File: config.mk
export PLATFORM = sky130hd
export DESIGN_NAME = ead_external_access_decoder
export DESIGN_NICKNAME = d
export VERILOG_FILES = /design/src/rtl/ead_pkg.sv /design/src/rtl/ead_chan_decode.sv /design/src/rtl/ead_wo_reg.sv /design/src/rtl/ead_external_access_decoder.sv
export SDC_FILE = /design/constraint.sdc
export NUM_CORES = 1
export LEC_CHECK = 0
export ABC_AREA = 1
export BUFFER_PORTS_ARGS = -buffer_cell sky130_fd_sc_hd__buf_2
export CORE_MARGIN = 8
export CORE_UTILIZATION = 53
export CTS_CLUSTER_SIZE = 28
export DETAILED_ROUTE_END_ITERATION = 16
export GPL_TIMING_DRIVEN = 0
export PLACE_DENSITY = 0.82
export SLEW_MARGIN = 20
export SYNTH_ARGS = -nofsm -noshare
export SYNTH_HDL_FRONTEND = slang
export SYNTH_SLANG_ARGS = --single-unit
File: constraint.sdc
create_clock -name core_clk -period 2 [get_ports core_clk]
set_clock_uncertainty 0.15 [all_clocks]
set_input_delay 0.4 -clock core_clk [delete_from_list [all_inputs] [get_ports core_clk]]
set_output_delay 0.4 -clock core_clk [all_outputs]
set_load 0.05 [all_outputs]
File: src/rtl/ead_pkg.sv
// Package of constants for the external access decoder
package ead_pkg;
  // External register offsets
  localparam logic [2:0] EAD_OFS_DATA_LOW = 3'h0;
  localparam logic [2:0] EAD_OFS_DATA_MID = 3'h1;
  localparam logic [2:0] EAD_OFS_DATA_TOP = 3'h2;
  localparam logic [2:0] EAD_OFS_SLEEP = 3'h3;
  localparam logic [2:0] EAD_OFS_PIN_SYNC = 3'h4;
  localparam logic [2:0] EAD_OFS_SOFT_SYNC = 3'h5;
  localparam logic [2:0] EAD_OFS_POINTER = 3'h6;
  localparam logic [2:0] EAD_OFS_ACCESS = 3'h7;
  // Access mode control fields
  localparam int EAD_ACC_AUTOINC_BIT = 7;
  localparam int EAD_ACC_BCAST_BIT = 6;
  localparam int EAD_ACC_INSTR_LSB = 2;
  localparam int EAD_ACC_CHAN_LSB = 0;
  // Sleep register page select bit
  localparam int EAD_SLEEP_PAGE_BIT = 5;
  // Control byte field positions
  localparam int EAD_SOFT_START_BIT = 4;
  localparam int EAD_SOFT_HOP_BIT = 5;
  localparam int EAD_SOFT_TEST_LSB = 6;
  localparam int EAD_PIN_START_BIT = 4;
  localparam int EAD_PIN_HOP_BIT = 5;
  localparam int EAD_PIN_FIRST_BIT = 6;
  // Stored bits of the write-only bytes; pulse and reserved bits drop
  localparam logic [7:0] EAD_KEEP_SLEEP = 8'h2f;
  localparam logic [7:0] EAD_KEEP_PIN = 8'h7f;
  localparam logic [7:0] EAD_KEEP_SOFT = 8'hcf;
  // Broadcast instruction codes
  localparam logic [3:0] EAD_INS_ALL = 4'h0;
  localparam logic [3:0] EAD_INS_CH012 = 4'h1;
  localparam logic [3:0] EAD_INS_CH123 = 4'h2;
  localparam logic [3:0] EAD_INS_ANY_CHIP = 4'h4;
  localparam logic [3:0] EAD_INS_LSB0 = 4'h8;
  localparam logic [3:0] EAD_INS_LSB1 = 4'h9;
  localparam logic [1:0] EAD_INS_TWO_LSB_TAG = 2'h3;
  // Channel enable masks
  localparam logic [3:0] EAD_MASK_ALL = 4'hf;
  localparam logic [3:0] EAD_MASK_CH012 = 4'h7;
  localparam logic [3:0] EAD_MASK_CH123 = 4'he;
  // Reset values
  localparam logic [7:0] EAD_RST_BYTE = 8'h00;
  localparam logic [3:0] EAD_RST_NIBBLE = 4'h0;
endpackage : ead_pkg

File: src/rtl/ead_chan_decode.sv
// Channel select decoder from access mode and straps
`timescale 1ns/1ps
`default_nettype none
module ead_chan_decode (
  input wire logic [7:0] access_mode,
  input wire logic [3:0] device_select_straps,
  output logic [3:0] chan_en
);
  logic bcast;
  logic [3:0] instr;
  logic [1:0] chan_sel;
  logic [3:0] one_chan;
  logic lsb_hit;
  logic two_hit;
  assign bcast = access_mode[ead_pkg::EAD_ACC_BCAST_BIT];
  assign instr = access_mode[ead_pkg::EAD_ACC_INSTR_LSB +: 4];
  assign chan_sel = access_mode[ead_pkg::EAD_ACC_CHAN_LSB +: 2];
  // Single channel by the low access mode bits
  assign one_chan = 4'h1 << chan_sel;
  assign lsb_hit = (instr == ead_pkg::EAD_INS_LSB0 && !device_select_straps[0])
    || (instr == ead_pkg::EAD_INS_LSB1 && device_select_straps[0]);
  assign two_hit = (instr[3:2] == ead_pkg::EAD_INS_TWO_LSB_TAG)
    && (instr[1:0] == device_select_straps[1:0]);
  // Multi-channel codes ignore the channel bits
  always_comb begin
    if (!bcast) begin
      chan_en = (instr == device_select_straps) ? one_chan : 4'h0;
    end else begin
      case (instr)
        ead_pkg::EAD_INS_ALL: chan_en = ead_pkg::EAD_MASK_ALL;
        ead_pkg::EAD_INS_CH012: chan_en = ead_pkg::EAD_MASK_CH012;
        ead_pkg::EAD_INS_CH123: chan_en = ead_pkg::EAD_MASK_CH123;
        ead_pkg::EAD_INS_ANY_CHIP: chan_en = one_chan;
        default: chan_en = (lsb_hit || two_hit) ? one_chan : 4'h0;
      endcase
    end
  end
endmodule : ead_chan_decode
`default_nettype wire

File: src/rtl/ead_wo_reg.sv
// Write-only control byte with reserved bits forced low
`timescale 1ns/1ps
`default_nettype none
module ead_wo_reg #(
  parameter logic [7:0] KEEP_MASK = 8'hff
) (
  input wire logic core_clk,
  input wire logic rst_b,
  input wire logic wr_en,
  input wire logic [7:0] wr_data,
  output logic [7:0] value
);
  logic [7:0] value_r;
  // Reserved positions never hold a one
  always_ff @(posedge core_clk or negedge rst_b) begin
    if (!rst_b) begin
      value_r <= ead_pkg::EAD_RST_BYTE;
    end else if (wr_en) begin
      value_r <= wr_data & KEEP_MASK;
    end
  end
  assign value = value_r;
endmodule : ead_wo_reg
`default_nettype wire

File: src/rtl/ead_external_access_decoder.sv
// External access decoder: eight-register host map to internal pages
//
// Summary of operation
// - Eight registers, addresses zero to seven
// - Same map for serial and parallel
// - Auto-increment pointer after low data access
// - Non-broadcast: instruction must match straps
// - Broadcast code 0000 hits all channels
// - Codes 0001/0010 hit channel triples
// - Code 0100: all chips, addressed channel
// - Codes 1000/1001 match strap bit zero
// - Codes 11xx match two low strap bits
// - Pointer reads zero while broadcast set
// - Low access bits pick single channel
// - Sync and sleep registers are write-only
// - Data bytes form one 20-bit word
// - Sleep bit five selects output page
// - Low data write/read launches internal access
// - Pointer addresses output map when selected
// - Top data register keeps four bits
`timescale 1ns/1ps
`default_nettype none
module ead_external_access_decoder (
  input wire logic core_clk,
  input wire logic rst_b,
  input wire logic host_cs,
  input wire logic host_wr,
  input wire logic host_rd,
  input wire logic [2:0] host_addr,
  input wire logic [7:0] host_wdata,
  output logic [7:0] host_rdata,
  output logic host_rdata_oe,
  input wire logic [3:0] device_select_straps,
  output logic [3:0] int_chan_en,
  output logic int_out_page,
  output logic [7:0] int_addr,
  output logic [19:0] int_wdata,
  output logic int_wr,
  output logic int_rd,
  input wire logic [19:0] int_rdata,
  output logic [3:0] sleep_chan,
  output logic [3:0] pin_sync_en,
  output logic pin_start_en,
  output logic pin_hop_en,
  output logic pin_first_only,
  output logic [3:0] soft_sync_chan,
  output logic soft_start_pulse,
  output logic soft_hop_pulse,
  output logic selftest_input_route,
  output logic noise_source_select
);
  ////////////////////////////////////////////////////////////////////////
  // Host-side decode, one cycle per access on either port
  logic wr_hit;
  logic rd_hit;
  logic [7:0] addr_dec;
  logic [3:0] chan_en;
  logic selected;
  logic bcast;
  logic autoinc;
  logic launch_wr;
  logic launch_rd;
  logic bump;
  // Both serial and parallel front ends feed this one strobe set
  assign wr_hit = host_cs & host_wr;
  assign rd_hit = host_cs & host_rd & ~host_wr;
  assign addr_dec = 8'h01 << host_addr;

  // Per-register write strobes, one named wire each
  logic wr_access;
  logic wr_pointer;
  logic wr_low;
  logic wr_mid;
  logic wr_top;
  logic wr_sleep;
  logic wr_pin;
  assign wr_access = wr_hit & addr_dec[ead_pkg::EAD_OFS_ACCESS];
  assign wr_pointer = wr_hit & addr_dec[ead_pkg::EAD_OFS_POINTER];
  assign wr_low = wr_hit & addr_dec[ead_pkg::EAD_OFS_DATA_LOW];
  assign wr_mid = wr_hit & addr_dec[ead_pkg::EAD_OFS_DATA_MID];
  assign wr_top = wr_hit & addr_dec[ead_pkg::EAD_OFS_DATA_TOP];
  assign wr_sleep = wr_hit & addr_dec[ead_pkg::EAD_OFS_SLEEP];
  assign wr_pin = wr_hit & addr_dec[ead_pkg::EAD_OFS_PIN_SYNC];

  ////////////////////////////////////////////////////////////////////////
  // Access mode and pointer registers
  logic [7:0] access_mode_control_r;
  logic [7:0] access_mode_control_nxt;
  logic [7:0] internal_address_pointer_r;
  logic [7:0] internal_address_pointer_nxt;
  assign bcast = access_mode_control_r[ead_pkg::EAD_ACC_BCAST_BIT];
  assign autoinc = access_mode_control_r[ead_pkg::EAD_ACC_AUTOINC_BIT];
  logic [7:0] pointer_step;
  logic [7:0] pointer_kept;
  assign access_mode_control_nxt = wr_access ? host_wdata : access_mode_control_r;
  // Increment wraps at the top of the page; the carry is dropped on purpose
  assign pointer_step = 8'(internal_address_pointer_r + 8'h01);
  // Pointer write wins over increment in the same cycle
  assign bump = autoinc & (launch_wr | launch_rd);
  assign pointer_kept = bump ? pointer_step : internal_address_pointer_r;
  assign internal_address_pointer_nxt = wr_pointer ? host_wdata : pointer_kept;

  // Access mode register
  always_ff @(posedge core_clk or negedge rst_b) begin
    if (!rst_b) begin
      access_mode_control_r <= ead_pkg::EAD_RST_BYTE;
    end else begin
      access_mode_control_r <= access_mode_control_nxt;
    end
  end

  // Pointer register
  always_ff @(posedge core_clk or negedge rst_b) begin
    if (!rst_b) begin
      internal_address_pointer_r <= ead_pkg::EAD_RST_BYTE;
    end else begin
      internal_address_pointer_r <= internal_address_pointer_nxt;
    end
  end

  ////////////////////////////////////////////////////////////////////////
  // Channel select decode
  ead_chan_decode u_decode (
    .access_mode(access_mode_control_r),
    .device_select_straps(device_select_straps),
    .chan_en(chan_en)
  );
  // Strap mismatch blocks the internal launch and, except for the access mode register, the read drive; the host write still loads the low byte
  assign selected = |chan_en;
  assign launch_wr = wr_hit & addr_dec[ead_pkg::EAD_OFS_DATA_LOW] & selected;
  assign launch_rd = rd_hit & addr_dec[ead_pkg::EAD_OFS_DATA_LOW] & selected;

  ////////////////////////////////////////////////////////////////////////
  // Data holding registers for the 20-bit word
  logic [7:0] data_low_byte_r;
  logic [7:0] data_low_byte_nxt;
  logic [7:0] data_mid_byte_r;
  logic [7:0] data_mid_byte_nxt;
  logic [3:0] data_top_nibble_r;
  logic [3:0] data_top_nibble_nxt;
  logic [7:0] low_kept;
  logic [7:0] mid_kept;
  logic [3:0] top_kept;
  // Internal read lands in all three bytes; low byte bypassed to host
  assign low_kept = launch_rd ? int_rdata[7:0] : data_low_byte_r;
  assign mid_kept = launch_rd ? int_rdata[15:8] : data_mid_byte_r;
  assign top_kept = launch_rd ? int_rdata[19:16] : data_top_nibble_r;
  // Host writes win; only one register is addressed per cycle
  assign data_low_byte_nxt = wr_low ? host_wdata : low_kept;
  assign data_mid_byte_nxt = wr_mid ? host_wdata : mid_kept;
  // Upper four bits of a top-byte write are dropped
  assign data_top_nibble_nxt = wr_top ? host_wdata[3:0] : top_kept;

  // Low data byte, also the low part of the outgoing word
  always_ff @(posedge core_clk or negedge rst_b) begin
    if (!rst_b) begin
      data_low_byte_r <= ead_pkg::EAD_RST_BYTE;
    end else begin
      data_low_byte_r <= data_low_byte_nxt;
    end
  end

  // Middle data byte
  always_ff @(posedge core_clk or negedge rst_b) begin
    if (!rst_b) begin
      data_mid_byte_r <= ead_pkg::EAD_RST_BYTE;
    end else begin
      data_mid_byte_r <= data_mid_byte_nxt;
    end
  end

  // Top data nibble
  always_ff @(posedge core_clk or negedge rst_b) begin
    if (!rst_b) begin
      data_top_nibble_r <= ead_pkg::EAD_RST_NIBBLE;
    end else begin
      data_top_nibble_r <= data_top_nibble_nxt;
    end
  end

  ////////////////////////////////////////////////////////////////////////
  // Write-only control registers, reserved bits masked off
  logic [7:0] sleep_val;
  logic [7:0] pin_val;
  logic [7:0] soft_val;
  logic soft_wr;
  ead_wo_reg #(.KEEP_MASK(ead_pkg::EAD_KEEP_SLEEP)) u_sleep (
    .core_clk(core_clk),
    .rst_b(rst_b),
    .wr_en(wr_sleep),
    .wr_data(host_wdata),
    .value(sleep_val)
  );
  ead_wo_reg #(.KEEP_MASK(ead_pkg::EAD_KEEP_PIN)) u_pin_sync (
    .core_clk(core_clk),
    .rst_b(rst_b),
    .wr_en(wr_pin),
    .wr_data(host_wdata),
    .value(pin_val)
  );
  ead_wo_reg #(.KEEP_MASK(ead_pkg::EAD_KEEP_SOFT)) u_soft_sync (
    .core_clk(core_clk),
    .rst_b(rst_b),
    .wr_en(soft_wr),
    .wr_data(host_wdata),
    .value(soft_val)
  );
  assign soft_wr = wr_hit & addr_dec[ead_pkg::EAD_OFS_SOFT_SYNC];

  ////////////////////////////////////////////////////////////////////////
  // Outputs toward the internal pages and control fields
  logic [3:0] int_chan_en_r;
  logic int_out_page_r;
  logic [7:0] int_addr_r;
  logic int_wr_r;
  logic int_rd_r;
  logic [3:0] sleep_chan_r;
  logic [6:0] pin_r;
  logic [3:0] soft_chan_r;
  logic soft_start_r;
  logic soft_hop_r;
  logic [1:0] test_r;
  // Launch strobes with the channels and address that go with them
  always_ff @(posedge core_clk or negedge rst_b) begin
    if (!rst_b) begin
      int_chan_en_r <= 4'h0;
      int_addr_r <= ead_pkg::EAD_RST_BYTE;
      int_wr_r <= 1'b0;
      int_rd_r <= 1'b0;
    end else begin
      int_chan_en_r <= chan_en;
      int_addr_r <= internal_address_pointer_r;
      int_wr_r <= launch_wr;
      int_rd_r <= launch_rd;
    end
  end

  // Levels lag a write by two edges, pulses by one; hosts must allow for it
  always_ff @(posedge core_clk or negedge rst_b) begin
    if (!rst_b) begin
      int_out_page_r <= 1'b0;
      sleep_chan_r <= 4'h0;
    end else begin
      int_out_page_r <= sleep_val[ead_pkg::EAD_SLEEP_PAGE_BIT];
      sleep_chan_r <= sleep_val[3:0];
    end
  end

  // Pin sync levels
  always_ff @(posedge core_clk or negedge rst_b) begin
    if (!rst_b) begin
      pin_r <= 7'h00;
    end else begin
      pin_r <= pin_val[6:0];
    end
  end

  // Soft sync channels and self-test levels
  always_ff @(posedge core_clk or negedge rst_b) begin
    if (!rst_b) begin
      soft_chan_r <= 4'h0;
      test_r <= 2'h0;
    end else begin
      soft_chan_r <= soft_val[3:0];
      test_r <= soft_val[ead_pkg::EAD_SOFT_TEST_LSB +: 2];
    end
  end

  // Start and hop are one-shot pulses, never stored
  always_ff @(posedge core_clk or negedge rst_b) begin
    if (!rst_b) begin
      soft_start_r <= 1'b0;
      soft_hop_r <= 1'b0;
    end else begin
      soft_start_r <= soft_wr & host_wdata[ead_pkg::EAD_SOFT_START_BIT];
      soft_hop_r <= soft_wr & host_wdata[ead_pkg::EAD_SOFT_HOP_BIT];
    end
  end

  // Outgoing word is the three holding registers as they stand
  assign int_wdata = {data_top_nibble_r, data_mid_byte_r, data_low_byte_r};
  assign int_chan_en = int_chan_en_r;
  assign int_out_page = int_out_page_r;
  assign int_addr = int_addr_r;
  assign int_wr = int_wr_r;
  assign int_rd = int_rd_r;
  assign sleep_chan = sleep_chan_r;
  assign pin_sync_en = pin_r[3:0];
  assign pin_start_en = pin_r[ead_pkg::EAD_PIN_START_BIT];
  assign pin_hop_en = pin_r[ead_pkg::EAD_PIN_HOP_BIT];
  assign pin_first_only = pin_r[ead_pkg::EAD_PIN_FIRST_BIT];
  assign soft_sync_chan = soft_chan_r;
  assign soft_start_pulse = soft_start_r;
  assign soft_hop_pulse = soft_hop_r;
  assign selftest_input_route = test_r[0];
  assign noise_source_select = test_r[1];

  ////////////////////////////////////////////////////////////////////////
  // Host read path, registered, one cycle after the read strobe
  logic [7:0] rd_mux;
  logic [7:0] ptr_view;
  logic [7:0] rd_bus;
  logic rd_drive;
  logic [7:0] host_rdata_r;
  logic host_rdata_oe_r;
  // Broadcast readback would mix several channels, so the pointer reads zero
  assign ptr_view = bcast ? ead_pkg::EAD_RST_BYTE : internal_address_pointer_r;
  // Low byte read returns internal data directly, since it launches the read
  always_comb begin
    case (host_addr)
      ead_pkg::EAD_OFS_DATA_LOW: rd_mux = int_rdata[7:0];
      ead_pkg::EAD_OFS_DATA_MID: rd_mux = data_mid_byte_r;
      ead_pkg::EAD_OFS_DATA_TOP: rd_mux = {4'h0, data_top_nibble_r};
      ead_pkg::EAD_OFS_POINTER: rd_mux = ptr_view;
      ead_pkg::EAD_OFS_ACCESS: rd_mux = access_mode_control_r;
      default: rd_mux = 8'h00;
    endcase
  end
  // Unselected chip keeps off the shared bus; mode reg always answers
  assign rd_drive = rd_hit & (selected | addr_dec[ead_pkg::EAD_OFS_ACCESS]);
  // Idle bus reads as zero so a stale byte never lingers
  assign rd_bus = rd_drive ? rd_mux : 8'h00;

  // Read data register
  always_ff @(posedge core_clk or negedge rst_b) begin
    if (!rst_b) begin
      host_rdata_r <= ead_pkg::EAD_RST_BYTE;
    end else begin
      host_rdata_r <= rd_bus;
    end
  end

  // Bus drive flag, high for one cycle per answered read
  always_ff @(posedge core_clk or negedge rst_b) begin
    if (!rst_b) begin
      host_rdata_oe_r <= 1'b0;
    end else begin
      host_rdata_oe_r <= rd_drive;
    end
  end
  assign host_rdata = host_rdata_r;
  assign host_rdata_oe = host_rdata_oe_r;
endmodule : ead_external_access_decoder
`default_nettype wire

==> results.yml <==
placement:
  gp_congestion: 0.853
  placed_wire_length_estimate_mm: 8.09
  port_buffer_cells: 101
  placed_area_um2: 4860
global_routing:
  globalRouteTotalUtil_pct: 20.4
  grt_max_degree: 78
  grt_remaining_overflow: 0
  grt_pass1_vias: 3658
  grt_util_met1_pct: 24.5
  groute.layer.met2.usage_pct: 34.0
  grt_first_pass_wirelength_mm: 18.0
  globalRouteMet3Util_pct: 6.27
  grt_antenna_before_repair: 0
  busiest_layer: "met2"
timing:
  timing.final.ws_setup_ns: -0.0774
  timing.final.crit_period_ns: 2.08
  final_cycle_share_pct: 104
  finalMaxSlewViolations: 0
  max_slew.worst_pin.slew_ns: 0.662
  timing.fmax_mhz: 481
  timing_hold_violations_final: 0
  maxSlewHeadroom_pct: 55.5
  grt_setup_unrepaired: "yes"
  timing.final.setup_violations: 30
logic_synthesis:
  yosysUniqueCellTypes: 31
  number_of_enable_type_register_cells_in_the_synthesized_netlist: 0
  postSynthAreaPerCell_um2: 8.99
  synth-async-reset-ratio_pct: 100
  synth_area_um2: 4190
  synth-seq-area-share_pct: 57.9
  yosys_warnings: 0
  prevailing_post_synth_register_cell: "sky130_fd_sc_hd__dfrtp_1"
  post-synth-top-area-fraction_pct: 57.9
  ys_top_cells_by_count: "sky130_fd_sc_hd__nand2_1 (136), sky130_fd_sc_hd__dfrtp_1 (97), sky130_fd_sc_hd__o21ai_0 (54)"
  yosys_register_bits: 97
  netlist_instances: 466
  yosys-top-cells-area: "sky130_fd_sc_hd__dfrtp_1 (58%), sky130_fd_sc_hd__nand2_1 (12%), sky130_fd_sc_hd__o21ai_0 (6.4%), sky130_fd_sc_hd__inv_1 (3.5%), sky130_fd_sc_hd__nand3_1 (3.2%)"
  synth_top_cell_by_area: "sky130_fd_sc_hd__dfrtp_1"
  post_synth_net_total: 507
  yosysMostFrequentCell: "sky130_fd_sc_hd__nand2_1"
cts:
  number_of_clock_sinks: 97
  clkTransAtPathRegs_ns: 0.10
  clock_latency_ns: 0.37
  cts.root.buffer_cell: "sky130_fd_sc_hd__clkbuf_8"
  h_tree_depth: 3
  max-clock-path-buffers: 2
  cts_inserted_buffers: 9
  clock_tree_from_tritoncts: "done"
critical_path:
  critical_path_class: "reg -> reg"
  worstSetupStartpointType: "flip-flop"
  critPathLaunch: "access_mode_control_r[4]$_DFFE_PN0P_"
  critPathArrivalTime_ns: 2.20
  timing.critical_path.to_type: "flip-flop"
  required_ns: 2.12
  critPathMaxFanout: 7
  r2r_start: "access_mode_control_r[4]$_DFFE_PN0P_"
floorplanning:
  overall_die_area_um2: 11000
  die_h_um: 105
  row_count: 32
  die_x_um: 105
  core-area_um2: 7690
  initial_utilization_pct: 54.5
  io_pins: 103
route:
  drt-vias-per-instance: 5.35
  drt_first_pass_iters: 5
  drt_iter0_markers: 325
  detail_route.wirelength_mm: 11.7
  via_count: 3756
  routed_wire_length_per_instance_um: 16.7
  final_antenna_net_count: 0
  drc_errors: 0
power:
  irDropWorstVdd_uv: 679
  power.static_leakage_nw: 2.81
  power_density_nw_per_um2: 1150
layout:
  layout.area.seq_um2: 2430
  utilization_pct: 70.2
  area_growth_pct: 28.8
  multi_input_comb_area_um2: 1680
  layout.filler_cells: 595
  antenna_cells_inserted: 0
  finish.net_count: 636
  post-route-cell-area_um2: 5400
  final_layout_size_suffix_gt1_share_pct: 33.0
worst_hold_path:
  min_path_type: "in -> reg"
  worstHoldStart: "int_rdata[17]"
job:
  max_cap_violations: 0
status:
  status: "finished with violations"
  violations_in_the_final_reports: "negative setup slack"
## through the flow
| step | hold slack [ns] | total power, mW | std cells | setup slack, ns | setup TNS (ns) |
|---|---|---|---|---|---|
| finish | 0.106 | 6.22 | 702 | -0.0774 | -1.02 |
| global route | 0.126 | 6.52 | 702 | -0.192 | -5.20 |
| CTS | 0.110 | 6.08 | 691 | -0.0203 | -0.0477 |
| detailed placement | 0.109 | 4.68 | 670 | -0.128 | -2.54 |
| global placement | 0.207 | 4.63 | 669 | -0.485 | -48.26 |
| floorplan | -0.0456 | 4.11 | 466 | 0.175 | 0 |
## layer usage
metal	wire length [µm]	share of wire (%)
met5	0	0
met2	5880	50
met1	4570	39
met4	286	2.4
met3	989	8.4
## worst max-delay path, cell delays in order (launching register included)
cell and delay, ns:
sky130_fd_sc_hd__dfrtp_1 0.39, sky130_fd_sc_hd__buf_6 0.14, sky130_fd_sc_hd__o21ai_0 0.20, sky130_fd_sc_hd__nor2_2 0.07, sky130_fd_sc_hd__nand2_1 0.09, sky130_fd_sc_hd__nor2_1 0.06, sky130_fd_sc_hd__a21oi_2 0.19, sky130_fd_sc_hd__nand3_4 0.16
sky130_fd_sc_hd__nand2_8 0.14, sky130_fd_sc_hd__nand2_4 0.08, sky130_fd_sc_hd__buf_6 0.14, sky130_fd_sc_hd__nor2_2 0.10, sky130_fd_sc_hd__a21oi_2 0.05
## kinds of logic after synthesis
logic type,Yosys count,share of synthesized area (%)
fa+ha+maj,1,0.299
flops,97,57.9
compound gates,96,13.8
simple gates,216,22.2
buf+inv,56,5.76
## placed cells by master, fill, tap and decap left out, drive strengths merged, types with 3 or more instances in the layout
| master | n |
|---|---|
| nand2 | 142 |
| inv | 45 |
| clkbuf | 21 |
| nor2 | 37 |
| o211ai | 3 |
| buf | 119 |
| o22ai | 6 |
| nand3 | 28 |
| o21a | 4 |
| dfrtp | 97 |
| a21oi | 21 |
| nor3 | 4 |
| o21ai | 54 |
| a221oi | 8 |
## power by group
group | total (mW) | internal [mW] | leakage [nW] | switching [mW]
clock | 1.35 | 0.628 | 0.105 | 0.722
sequential | 2.61 | 2.35 | 1.24 | 0.263
combinational | 2.26 | 0.607 | 1.46 | 1.65
total | 6.22 | 3.58 | 2.81 | 2.64
## final cells by class
type / instances / share of cell area (%)
buffer: 14 / 1.79
sequential: 97 / 45.0
timing repair buffer: 117 / 12.8
multi-input combinational: 314 / 31.1
tap: 102 / 2.37
inverter: 42 / 2.97
clock buffer: 10 / 2.55
clock inverter: 6 / 1.32
## registers in the layout, summed over array words and instances (netlist names), 2 cells and up
name	flops
access_mode_control_r	8
data_low_byte_r	8
data_mid_byte_r	8
host_rdata	8
int_addr	8
internal_address_pointer_r	8
pin_r	7
u_pin_sync.value	7
u_soft_sync.value	6
u_sleep.value	5
data_top_nibble_r	4
int_chan_en	4
sleep_chan	4
soft_sync_chan	4
test_r	2
## worst paths after layout
check / slack [ns] / cells after the start / endpoint
worst min-delay path: 0.11 / 3 / data_top_nibble_r[1]$_DFFE_PN0P_
worst min register to register: 0.23 / 0 / pin_r[3]$_DFF_PN0_
max in group asynchronous: 0.77 / 3 / access_mode_control_r[6]$_DFFE_PN0P_
worst max register to register: -0.08 / 12 / data_mid_byte_r[3]$_DFFE_PN0P_
min in group asynchronous: 0.29 / 2 / u_soft_sync.value[6]$_DFFE_PN0P_
worst max-delay path: -0.08 / 12 / data_mid_byte_r[3]$_DFFE_PN0P_
## repair_timing
action | in CTS | in global routing
setup endpoints to repair | 37 | 37
pin swaps | 2 | 10
gates resized for setup | 10 | 41
cloned | 1 | 3
endpoints found under the hold margin | 20 | 0
hold buffers | 1 | 0
setup buffers | 3 | 8
Note: power is estimated with default switching activity, not from simulation.
